$ cat src/lpb_defines.vh
// Register map, field positions, reset values and timing counts
`ifndef LPB_DEFINES_VH
`define LPB_DEFINES_VH

// Register offsets
`define LPB_OFS_BLINK_CFG       8'h66
`define LPB_OFS_PORT_BASE       8'h10
`define LPB_OFS_PORT_LAST       8'h13
`define LPB_NUM_PORTS           4

// Reset values
`define LPB_RST_BLINK_CFG       8'h00
`define LPB_RST_PORT_SET        8'h00

// Configuration register fields
`define LPB_CFG_RATE_HI         4
`define LPB_CFG_RATE_LO         2
`define LPB_CFG_EXT_CLK_SEL     0

// Port setting fields
`define LPB_PS_INVALID          7
`define LPB_PS_HIGH_EN          6
`define LPB_PS_BLINK_MODE       5
`define LPB_PS_PWM_MSB          4

// Slave address
`define LPB_ADDR_UPPER          5'h13
`define LPB_ADDR_FIXED          7'h4c

// Strap connection codes
`define LPB_STRAP_GND           2'h0
`define LPB_STRAP_VDD           2'h1
`define LPB_STRAP_SDA           2'h2
`define LPB_STRAP_SCL           2'h3

// Timing
`define LPB_CLK_PERIOD_NS       10
`define LPB_INT_OSC_PERIOD_NS   31250
`define LPB_INT_OSC_CYCLES      (`LPB_INT_OSC_PERIOD_NS / `LPB_CLK_PERIOD_NS)
`define LPB_TICK_CNT_W          18
`define LPB_BLINK_SHIFT_MAX     18
`define LPB_BLINK_SHIFT_FAST    10
`define LPB_PWM_STEPS_W         5

`endif

$ cat src/lpb_port_drv.v
// Output encoder for one port: static, PWM or blink
`timescale 1ns/1ps
`default_nettype none
`include "lpb_defines.vh"

module lpb_port_drv (
    // Clock and reset
    input  wire       clk_sys,
    input  wire       srst,
    // Setting and shared timing
    input  wire [7:0] port_setting,
    input  wire [4:0] pwm_step,
    input  wire [3:0] blink_phase,
    // Port level
    output reg        port_out
);

    ////////////////////////////////////////////////////////////////////////
    reg port_next;

    always @* begin
        if (port_setting[`LPB_PS_INVALID]) begin
            port_next = 1'b0;
        end else if (port_setting[`LPB_PS_HIGH_EN] &&
                     port_setting[`LPB_PS_BLINK_MODE] &&
                     port_setting[`LPB_PS_PWM_MSB]) begin
            port_next = 1'b1;
        end else if (!port_setting[`LPB_PS_BLINK_MODE]) begin
            // Zero count never beats the step, so it stays low
            port_next = (pwm_step < port_setting[4:0]);
        end else begin
            port_next = (blink_phase < port_setting[3:0]);
        end
    end

    always @(posedge clk_sys) begin
        if (srst) begin
            port_out <= 1'b0;
        end else begin
            port_out <= port_next;
        end
    end

endmodule // lpb_port_drv

`default_nettype wire

$ cat src/lpb_led_port_ctrl.v
// Two-wire slave with port PWM and blink output control
`timescale 1ns/1ps
`default_nettype none
`include "lpb_defines.vh"

// Function
// - PWM port high n/32 of period
// - Zero count holds port static low
// - D6 D5 D4 set gives static high
// - Blink port high n/16 of period
// - Rate bits D4..D2 pick blink period
// - Blink divisor 262144 down to 1024
// - SDA open-drain in/out, SCL input only
// - Start, address, command, data, stop
// - Detect start and stop conditions
// - One bit per SCL pulse
// - Device acks own address, command and data bytes
// - Eighth address bit is direction
// - Upper address 10011, strap gives low
// - Fixed variant answers only 0x98
// - Command byte only sets pointer
// - Write data to pointer, auto-increment
// - Read from pointer, auto-increment
// - PWM period is 32 timing ticks
module lpb_led_port_ctrl #(
    parameter FIXED_ADDR_VARIANT = 0,
    parameter INT_OSC_CYCLES     = `LPB_INT_OSC_CYCLES
) (
    // Clock and reset
    input  wire       clk_sys,
    input  wire       srst,
    // Two-wire bus
    input  wire       scl_in,
    input  wire       sda_in,
    output wire       sda_out,
    output wire       sda_oe,
    // Address strap connection code
    input  wire [1:0] addr_strap_pin,
    // External timing clock
    input  wire       ext_timing_clock_in,
    // Port outputs
    output wire [3:0] port_out
);

    ////////////////////////////////////////////////////////////////////////
    // States
    localparam [2:0] ST_IDLE  = 3'h0;
    localparam [2:0] ST_ADDR  = 3'h1;
    localparam [2:0] ST_CMD   = 3'h2;
    localparam [2:0] ST_WDATA = 3'h3;
    localparam [2:0] ST_RDATA = 3'h4;

    localparam [3:0] BIT_ACK_DRIVE = 4'h8;
    localparam [3:0] BIT_ACK_CLOCK = 4'h9;

    // Divider terminal count, cut to the counter width on purpose
    localparam integer OSC_LAST_FULL = INT_OSC_CYCLES - 1;
    localparam [11:0]  OSC_LAST      = OSC_LAST_FULL[11:0];

    ////////////////////////////////////////////////////////////////////////
    // Registers
    reg [2:0]  state_reg;
    reg [3:0]  bit_cnt_reg;
    reg [7:0]  rx_reg;
    reg [7:0]  tx_reg;
    reg [7:0]  ptr_reg;
    reg        sda_drv_reg;
    reg        mack_reg;
    reg        scl_q_reg;
    reg        sda_q_reg;
    reg [7:0]  blink_cfg_reg;
    reg [7:0]  port_set_reg [0:`LPB_NUM_PORTS-1];
    reg [11:0] osc_cnt_reg;
    reg        ext_q_reg;
    reg [`LPB_TICK_CNT_W-1:0] tick_cnt_reg;

    wire       scl_rise;
    wire       scl_fall;
    wire       start_det;
    wire       stop_det;
    wire [6:0] own_addr;
    wire       addr_match;
    wire       ptr_is_port;
    wire [1:0] ptr_port_idx;
    reg  [1:0] strap_bits;
    reg  [7:0] rd_data;
    reg  [3:0] blink_phase;
    wire       int_tick;
    wire       ext_tick;
    wire       time_tick;

    ////////////////////////////////////////////////////////////////////////
    // Bus pins: SDA only ever pulled low, SCL never driven
    assign sda_out = 1'b0;
    assign sda_oe  = sda_drv_reg;

    assign scl_rise  = scl_in & ~scl_q_reg;
    assign scl_fall  = ~scl_in & scl_q_reg;
    assign start_det = scl_in & scl_q_reg & sda_q_reg & ~sda_in;
    assign stop_det  = scl_in & scl_q_reg & ~sda_q_reg & sda_in;

    ////////////////////////////////////////////////////////////////////////
    // Slave address
    always @* begin
        case (addr_strap_pin)
            `LPB_STRAP_GND: strap_bits = 2'h0;
            `LPB_STRAP_VDD: strap_bits = 2'h1;
            `LPB_STRAP_SDA: strap_bits = 2'h2;
            `LPB_STRAP_SCL: strap_bits = 2'h3;
            default:        strap_bits = 2'h0;
        endcase
    end

    assign own_addr = (FIXED_ADDR_VARIANT != 0) ? `LPB_ADDR_FIXED
                    : {`LPB_ADDR_UPPER, strap_bits};
    assign addr_match = (rx_reg[7:1] == own_addr);

    ////////////////////////////////////////////////////////////////////////
    // Register read decode
    assign ptr_is_port  = (ptr_reg >= `LPB_OFS_PORT_BASE) &&
                          (ptr_reg <= `LPB_OFS_PORT_LAST);
    assign ptr_port_idx = ptr_reg[1:0];

    always @* begin
        if (ptr_reg == `LPB_OFS_BLINK_CFG) begin
            rd_data = blink_cfg_reg;
        end else if (ptr_is_port) begin
            rd_data = port_set_reg[ptr_port_idx];
        end else begin
            rd_data = 8'h00;
        end
    end

    ////////////////////////////////////////////////////////////////////////
    // Serial engine
    integer i;

    always @(posedge clk_sys) begin
        if (srst) begin
            state_reg     <= ST_IDLE;
            bit_cnt_reg   <= 4'h0;
            rx_reg        <= 8'h00;
            tx_reg        <= 8'h00;
            ptr_reg       <= 8'h00;
            sda_drv_reg   <= 1'b0;
            mack_reg      <= 1'b0;
            scl_q_reg     <= 1'b1;
            sda_q_reg     <= 1'b1;
            blink_cfg_reg <= `LPB_RST_BLINK_CFG;
            for (i = 0; i < `LPB_NUM_PORTS; i = i + 1) begin
                port_set_reg[i] <= `LPB_RST_PORT_SET;
            end
        end else begin
            scl_q_reg <= scl_in;
            sda_q_reg <= sda_in;
            if (start_det) begin
                state_reg   <= ST_ADDR;
                bit_cnt_reg <= 4'h0;
                sda_drv_reg <= 1'b0;
            end else if (stop_det) begin
                state_reg   <= ST_IDLE;
                bit_cnt_reg <= 4'h0;
                sda_drv_reg <= 1'b0;
            end else if (state_reg != ST_IDLE) begin
                if (scl_rise) begin
                    if (bit_cnt_reg < BIT_ACK_DRIVE) begin
                        rx_reg      <= {rx_reg[6:0], sda_in};
                        bit_cnt_reg <= bit_cnt_reg + 4'h1;
                    end else if (bit_cnt_reg == BIT_ACK_CLOCK) begin
                        mack_reg <= ~sda_in;
                    end
                end else if (scl_fall) begin
                    if (bit_cnt_reg == BIT_ACK_DRIVE) begin
                        bit_cnt_reg <= BIT_ACK_CLOCK;
                        case (state_reg)
                            ST_ADDR: begin
                                if (addr_match) begin
                                    sda_drv_reg <= 1'b1;
                                end else begin
                                    state_reg <= ST_IDLE;
                                end
                            end
                            ST_CMD: begin
                                ptr_reg     <= rx_reg;
                                sda_drv_reg <= 1'b1;
                            end
                            ST_WDATA: begin
                                if (ptr_reg == `LPB_OFS_BLINK_CFG) begin
                                    blink_cfg_reg <= rx_reg;
                                end else if (ptr_is_port) begin
                                    port_set_reg[ptr_port_idx] <= rx_reg;
                                end
                                ptr_reg     <= ptr_reg + 8'h01;
                                sda_drv_reg <= 1'b1;
                            end
                            ST_RDATA: begin
                                sda_drv_reg <= 1'b0;
                                ptr_reg     <= ptr_reg + 8'h01;
                            end
                            default: begin
                                state_reg <= ST_IDLE;
                            end
                        endcase
                    end else if (bit_cnt_reg == BIT_ACK_CLOCK) begin
                        bit_cnt_reg <= 4'h0;
                        sda_drv_reg <= 1'b0;
                        case (state_reg)
                            ST_ADDR: begin
                                if (rx_reg[0]) begin
                                    state_reg   <= ST_RDATA;
                                    tx_reg      <= {rd_data[6:0], 1'b0};
                                    sda_drv_reg <= ~rd_data[7];
                                end else begin
                                    state_reg <= ST_CMD;
                                end
                            end
                            ST_CMD: begin
                                state_reg <= ST_WDATA;
                            end
                            ST_WDATA: begin
                                state_reg <= ST_WDATA;
                            end
                            ST_RDATA: begin
                                if (mack_reg) begin
                                    tx_reg      <= {rd_data[6:0], 1'b0};
                                    sda_drv_reg <= ~rd_data[7];
                                end else begin
                                    state_reg <= ST_IDLE;
                                end
                            end
                            default: begin
                                state_reg <= ST_IDLE;
                            end
                        endcase
                    end else if (state_reg == ST_RDATA) begin
                        sda_drv_reg <= ~tx_reg[7];
                        tx_reg      <= {tx_reg[6:0], 1'b0};
                    end
                end
            end
        end
    end

    ////////////////////////////////////////////////////////////////////////
    // Timing source: internal divider or external clock edges
    assign int_tick  = (osc_cnt_reg == OSC_LAST);
    assign ext_tick  = ext_timing_clock_in & ~ext_q_reg;
    assign time_tick = blink_cfg_reg[`LPB_CFG_EXT_CLK_SEL] ? ext_tick
                     : int_tick;

    always @(posedge clk_sys) begin
        if (srst) begin
            osc_cnt_reg  <= 12'h000;
            ext_q_reg    <= 1'b0;
            tick_cnt_reg <= {`LPB_TICK_CNT_W{1'b0}};
        end else begin
            ext_q_reg <= ext_timing_clock_in;
            if (int_tick) begin
                osc_cnt_reg <= 12'h000;
            end else begin
                osc_cnt_reg <= osc_cnt_reg + 12'h001;
            end
            if (time_tick) begin
                tick_cnt_reg <= tick_cnt_reg + 18'h00001;
            end
        end
    end

    // Blink phase: top four bits of a 2^k tick window
    always @* begin
        case (blink_cfg_reg[`LPB_CFG_RATE_HI:`LPB_CFG_RATE_LO])
            3'h0:    blink_phase = tick_cnt_reg[17:14];
            3'h1:    blink_phase = tick_cnt_reg[16:13];
            3'h2:    blink_phase = tick_cnt_reg[15:12];
            3'h3:    blink_phase = tick_cnt_reg[14:11];
            3'h4:    blink_phase = tick_cnt_reg[13:10];
            3'h5:    blink_phase = tick_cnt_reg[12:9];
            3'h6:    blink_phase = tick_cnt_reg[11:8];
            3'h7:    blink_phase = tick_cnt_reg[9:6];
            default: blink_phase = 4'h0;
        endcase
    end

    ////////////////////////////////////////////////////////////////////////
    // Port drivers
    genvar g;
    generate
        for (g = 0; g < `LPB_NUM_PORTS; g = g + 1) begin : g_port
            lpb_port_drv u_port (
                .clk_sys      (clk_sys),
                .srst         (srst),
                .port_setting (port_set_reg[g]),
                .pwm_step     (tick_cnt_reg[4:0]),
                .blink_phase  (blink_phase),
                .port_out     (port_out[g])
            );
        end
    endgenerate

endmodule // lpb_led_port_ctrl

`default_nettype wire

$ cat config.mk
export PLATFORM = sky130hd
export DESIGN_NAME = lpb_led_port_ctrl
export DESIGN_NICKNAME = d
export VERILOG_FILES = /design/src/lpb_port_drv.v /design/src/lpb_led_port_ctrl.v
export VERILOG_INCLUDE_DIRS = /design/src
export SDC_FILE = /design/constraint.sdc
export NUM_CORES = 1
export LEC_CHECK = 0
export BUFFER_PORTS_ARGS = -buffer_cell sky130_fd_sc_hd__buf_2
export CORE_MARGIN = 2
export CORE_UTILIZATION = 50
export DETAILED_ROUTE_END_ITERATION = 8
export GPL_TIMING_DRIVEN = 0
export PLACE_DENSITY = 0.74
export SLEW_MARGIN = 5
export SYNTH_ARGS = -nofsm -noshare
export SYNTH_HDL_FRONTEND = slang
export SYNTH_SLANG_ARGS = --single-unit
$ cat constraint.sdc
create_clock -name clk_sys -period 2.8 [get_ports clk_sys]
set_input_delay 0.42 -clock clk_sys [delete_from_list [all_inputs] [get_ports clk_sys]]
set_output_delay 0.42 -clock clk_sys [all_outputs]
set_load 0.1 [all_outputs]
==> out/qor.txt, run 1 <==
Crit Path Class: register to register
post-detail-place hpwl: 11400 µm
Core Rows: 41
Num CTS Buffers: 9
DRC viols: 0
Post-synth EDFFs: 32
Die Ht: 118 µm
Syn Std Cell Area: 6540 µm²
Cell Area, Placed: 6800 µm²
outcome: finished clean
final period utilization: 0.943
RR Endpoint: port_set_reg[1][7]
Max Freq: 379 MHz
H-Tree Depth: 3
Initial Util: 0.516
post-CTS setup buffers: 0
TritonCTS clock tree: done
Root Driver: clkbuf_16
max_cap viols: 0
Post-Route M1 WL: 6890 µm
critical path peak fanout: 10
drt total wl: 15700 µm
Power per Cell Area: 456 nW/µm²
post-route insts no fill: 892
setup tns final: 0 ns
PortBufs: 10
Final nets: 763
Clock Power Share: 0.412
Crit-path slowest cell: dfxtp_1
CTS clk-pin slew, worst paths: 0.07 ns
R2R Setup Slk: 0.16 ns
n_diodes: 0
CTS sink count: 111
Seq/Total Area, Yosys: 0.389
worst path cell trace: inv_1 -> ha_1 -> and3b_1 -> buf_2 -> and4_1 -> and3_1 -> buf_6 -> and3_1 -> buf_6 -> or2_1
Hold Crit Depth: 3
fin area: 7120 µm²
Hold/Removal Path Class: input port to register
RSZ-0062 raised after global routing: false
die area: 14000 µm²
number of global-route vias before repair: 5208
Synth Net Count: 742
worst slack, placed: 0.00819 ns
Core ar.: 12700 µm²
Peak VDD IR: 0.292 mV
total leakage power: 2.73 nW
Pwr Total: 3.24 mW
DRT Pass-1 Iters: 6
Max clock buf depth: 2
GRT Residual Overflow: 0
Worst Skew: 0.0120 ns
length of routed met2 wiring: 7490 µm
Top delay family on crit path: simple AND/OR/NAND/NOR gates
synthesis warning total: 0
die width: 118 µm
syn_area_per_cell: 9.42 µm²
Global Route Usage Sum: 0.229
Critical R2R Launch: bit_cnt_reg[0]
max incr delay on CP: 0.41 ns
Final GP Congestion: 0.945
Post-synth ARST share: 0
Detail Route Antenna Nets: 0
final core occ: 0.562
area of the multi-input gates: 3640 µm²
Critical Path End: port_set_reg[1][7]
start point of the critical path: bit_cnt_reg[0]
storage element area: 2540 µm²
total stage count of the critical path: 10
Layout area overhead: 8.82%
Switching Share: 0.244
Crit path required time: 2.87 ns
most frequently used flop master after synthesis: dfxtp_1
Comb power frac: 0.060
setup violators final: 0
Hold Buf Count CTS: 0
max reg flops: 32
ratio of cells with drive above 1 in the final layout: 0.117
WL per Instance: 17.6 µm
crit path DAT: 2.71 ns
setup ws final: 0.159 ns
worst path buffer plus inverter count: 4
relative slew slack: 0.517
worst r2r path cells: 10
sequential share of power: 0.528
P_int: 2.45 mW
crit path launch type: register
IO Pins: 13
Period minus WS final: 2.64 ns
met3 wire len: 890 µm
final hold slack: 0.311 ns
first-pass GRT wire length: 25700 µm
Fill cells: 1128
Synth cell types: 71
detailed-route vias per instance: 6.08
final hold violation count: 0
Slew @ Worst Pin: 0.716 ns
largest net degree at the start of global routing: 20
clk_lat worst skew: 0.36 ns
CP endpoint kind: register
DRT iter0 DRCs: 365
Seq cells post-synth: 111
initial antenna violation count: 0
max layer used: met4
via count: 5425
Slew Viols, Final: 0
Inst Count DP: 876
Net Switching: 0.792 mW
Synth Instances: 694
[cell usage in the layout (no fill, tap or decap), types with 22 or more instances in the layout]
| master | synthesis | final |
|---|---|---|
| a21oi_1 | 26 | 26 |
| and2_1 | 35 | 35 |
| dfxtp_1 | 79 | 79 |
| edfxtp_1 | 32 | 32 |
| ha_1 | 41 | 41 |
| inv_1 | 36 | 36 |
| mux2i_1 | 22 | 22 |
| nand2_1 | 44 | 44 |
| nand3_1 | 33 | 33 |
| nor2_1 | 64 | 64 |
| o21ai_0 | 32 | 32 |
[how the worst min path moves through the flow]
| stage | slack, ns | to | from |
|---|---|---|---|
| after floorplan | 0.43 | tx_reg[7] | tx_reg[7] |
| after global placement | 0.44 | tx_reg[6] | tx_reg[6] |
| after detailed placement | 0.46 | tx_reg[6] | tx_reg[6] |
| after CTS | 0.30 | sda_q_reg | sda_in |
| after global routing | 0.32 | ext_q_reg | ext_timing_clock_in |
| final | 0.31 | sda_q_reg | sda_in |
[synth_stat cells, drive strengths merged (4+ instances only)]
cell / count / area share
xnor2: 17 / 0.023
a21oi: 26 / 0.020
and3: 11 / 0.011
edfxtp: 32 / 0.15
clkbuf: 20 / 0.012
nand2b: 8 / 0.0077
o21ai: 32 / 0.024
mux2: 6 / 0.010
nor3: 13 / 0.012
o21a: 5 / 0.0057
a21o: 4 / 0.0046
and4b: 4 / 0.0061
nand2: 44 / 0.025
a311oi: 4 / 0.0054
or3: 7 / 0.0067
a31o: 5 / 0.0067
nand4b: 5 / 0.0067
mux4: 10 / 0.034
nand3: 33 / 0.025
dfxtp: 79 / 0.24
nor2: 64 / 0.037
o22ai: 5 / 0.0048
mux2i: 22 / 0.034
nor4bb: 4 / 0.0061
nor2b: 8 / 0.0077
nor4b: 5 / 0.0067
and2: 35 / 0.033
ha: 41 / 0.078
nand4: 12 / 0.011
and4: 8 / 0.011
inv: 36 / 0.021
buf: 22 / 0.022
nand3b: 4 / 0.0046
xor2: 6 / 0.0080
a211oi: 10 / 0.011
[layout make-up]
cell class                 instances  share of cell area
clock buffer                       9              0.0317
inverter                          36              0.0190
tap                              172              0.0302
buffer                            42              0.0318
clock inverter                     7              0.0113
timing repair buffer              10             0.00703
multi-input combinational        505               0.512
sequential                       111               0.357
[cells by family after synthesis]
family          share of synthesized area
simple gates                        0.242
compound gates                      0.126
flops                               0.389
buf+inv                            0.0547
fa+ha+maj                          0.0785
mux                                0.0785
xor+xnor                           0.0308
other cells                      0.000574
[power by group through the flow]
stage / sequential (mW) / clock (mW) / combinational (mW)
2_1_floorplan: 1.74 / 0 / 0.150
3_3_place_gp: 1.75 / 0 / 0.188
3_5_place_dp: 1.75 / 0 / 0.192
4_1_cts: 1.71 / 1.35 / 0.194
5_1_grt: 1.72 / 1.41 / 0.213
6_report: 1.71 / 1.34 / 0.195
[worst register-to-register path, delay by kind of cell, from the launching register on]
kind,cells,cell delay [ns]
flops,1,0.41
simple gates,5,1.15
buf+inv,4,0.54
fa+ha+maj,1,0.27
[repair_timing]
action / in CTS / in global routing
setup endpoints to repair: 1 / 11
hold endpoints to repair: 0 / 0
pin swaps: 0 / 0
gates resized for setup: 1 / 3
[per-layer routing]
metal	vias up	GRT usage
met5	-	0
met4	0	0.0836
met3	37	0.0401
met2	193	0.385
met1	2643	0.294
li1	2552	-
(Power assumes the default switching activity.)
==> run 2, diff against run 1 <==
--- a/config.mk
+++ b/config.mk
@@ -12,6 +12,7 @@
 export DETAILED_ROUTE_END_ITERATION = 8
 export GPL_TIMING_DRIVEN = 0
 export PLACE_DENSITY = 0.74
+export REMOVE_ABC_BUFFERS = 1
 export SLEW_MARGIN = 5
 export SYNTH_ARGS = -nofsm -noshare
 export SYNTH_HDL_FRONTEND = slang
==> constraint.sdc (replaced) <==
create_clock -name clk_sys -period 2.8 [get_ports clk_sys]
set_input_delay 0.42 -clock clk_sys [delete_from_list [all_inputs] [get_ports clk_sys]]
set_output_delay 0.42 -clock clk_sys [all_outputs]
set_load 0.005 [all_outputs]
==> out/qor.txt, run 2 (synthesis results as in run 1) <==
CTS sink count: 111
Power per Cell Area: 451 nW/µm²
Core Rows: 41
RR Endpoint: port_set_reg[0][2]
sequential share of power: 0.550
max reg flops: 32
die width: 118 µm
Period minus WS final: 2.52 ns
worst slack, placed: -0.330 ns
Slew Viols, Final: 0
Core ar.: 12700 µm²
final hold violation count: 0
Crit path required time: 2.88 ns
Net Switching: 0.761 mW
n_diodes: 0
WL per Instance: 17.8 µm
final hold slack: 0.304 ns
RSZ-0062 raised after global routing: false
setup violators final: 0
final period utilization: 0.898
Detail Route Antenna Nets: 0
Peak VDD IR: 0.317 mV
Worst Skew: 0.00938 ns
outcome: finished clean
crit path DAT: 2.59 ns
Max Freq: 398 MHz
Final GP Congestion: 0.927
ratio of cells with drive above 1 in the final layout: 0.106
most frequent cells in the layout: dfxtp_1, nor2_1, nand2_1
Layout area overhead: 5.80%
detailed-route vias per instance: 6.01
die area: 14000 µm²
Crit Path Class: register to register
P_int: 2.36 mW
Critical R2R Launch: scl_q_reg
Initial Util: 0.516
most common cell after layout, fill and taps aside: dfxtp_1
first-pass GRT wire length: 25400 µm
start point of the critical path: scl_q_reg
CP endpoint kind: register
Switching Share: 0.244
Final nets: 725
post-detail-place hpwl: 10500 µm
Die Ht: 118 µm
Max clock buf depth: 2
critical path peak fanout: 14
crit path launch type: register
relative slew slack: 0.238
H-Tree Depth: 3
worst r2r path cells: 6
DRC viols: 0
total leakage power: 2.59 nW
initial antenna violation count: 0
PortBufs: 11
IO Pins: 13
DRT Pass-1 Iters: 4
Root Driver: clkbuf_16
DRT iter0 DRCs: 359
Global Route Usage Sum: 0.224
R2R Setup Slk: 0.28 ns
largest net degree at the start of global routing: 62
Num CTS Buffers: 9
clk_lat worst skew: 0.36 ns
max_cap viols: 0
TritonCTS clock tree: done
CTS clk-pin slew, worst paths: 0.08 ns
number of global-route vias before repair: 5036
Fill cells: 1150
Slew @ Worst Pin: 1.13 ns
Critical Path End: port_set_reg[0][2]
drt total wl: 15200 µm
Comb power frac: 0.046
setup ws final: 0.285 ns
Hold/Removal Path Class: input port to register
GRT Residual Overflow: 0
via count: 5130
Clock Power Share: 0.404
## run 2: power by group through the flow
stage	Clock, mW	Combinational, mW	Sequential (mW)
CTS	1.28	0.141	1.71
finish	1.26	0.144	1.72
global placement	0	0.134	1.75
floorplan	0	0.0913	1.74
global route	1.34	0.161	1.72
detailed placement	0	0.140	1.75
## run 2: cell type report
type | count | area (µm²) | share of cell area
multi-input combinational | 505 | 3660 | 0.530
sequential | 111 | 2550 | 0.368
clock buffer | 10 | 229 | 0.0331
tap | 172 | 215 | 0.0311
inverter | 36 | 135 | 0.0195
timing repair buffer | 14 | 77.6 | 0.0112
clock inverter | 6 | 51.3 | 0.00742
## run 2: metal layers
layer  vias to the layer above  wire (µm)  global-route usage
li1                       2471          -                   -
met1                      2484       6540               0.279
met2                       146       7550               0.387
met3                        29        729              0.0420
met4                         0        360              0.0821
met5                         -          0                   0
## run 2: worst max-delay path, stage by stage (launching register included)
cell and delay (ns):
dfxtp_1 0.39, inv_1 0.06, ha_1 0.35, a2111oi_4 0.46
and3_2 0.36, and3_1 0.36, or2_4 0.24
## run 2: repair_timing
item / 4_1_cts / 5_1_grt
resized for setup: 1 / 8
endpoints found under the hold margin: 0 / 0
setup endpoints to repair: 8 / 28
buffers inserted: 0 / 2
pin swaps: 0 / 1
hold buffers: 0 / 0
## run 2: worst min-delay path by stage
stage,from,to,slack (ns),cells after the start
6_report,sda_in,sda_q_reg,0.30,3
3_5_place_dp,tx_reg[6],tx_reg[6],0.45,2
5_1_grt,sda_in,sda_q_reg,0.33,3
4_1_cts,sda_in,sda_q_reg,0.30,3
3_3_place_gp,tx_reg[2],tx_reg[2],0.44,2
2_1_floorplan,tx_reg[1],tx_reg[1],0.43,2
## run 2: stage by stage
stage / instance area, µm² / util / total power, mW / TNS [ns] / std cells
after floorplan: 6320 / - / 1.83 / 0 / 652
after global placement: 6590 / 0.520 / 1.88 / -9.17 / 835
after detailed placement: 6600 / 0.521 / 1.89 / -9.91 / 836
after CTS: 6880 / 0.543 / 3.14 / 0 / 852
after global routing: 6920 / 0.546 / 3.22 / 0 / 854
final: 6920 / 0.546 / 3.12 / 0 / 854
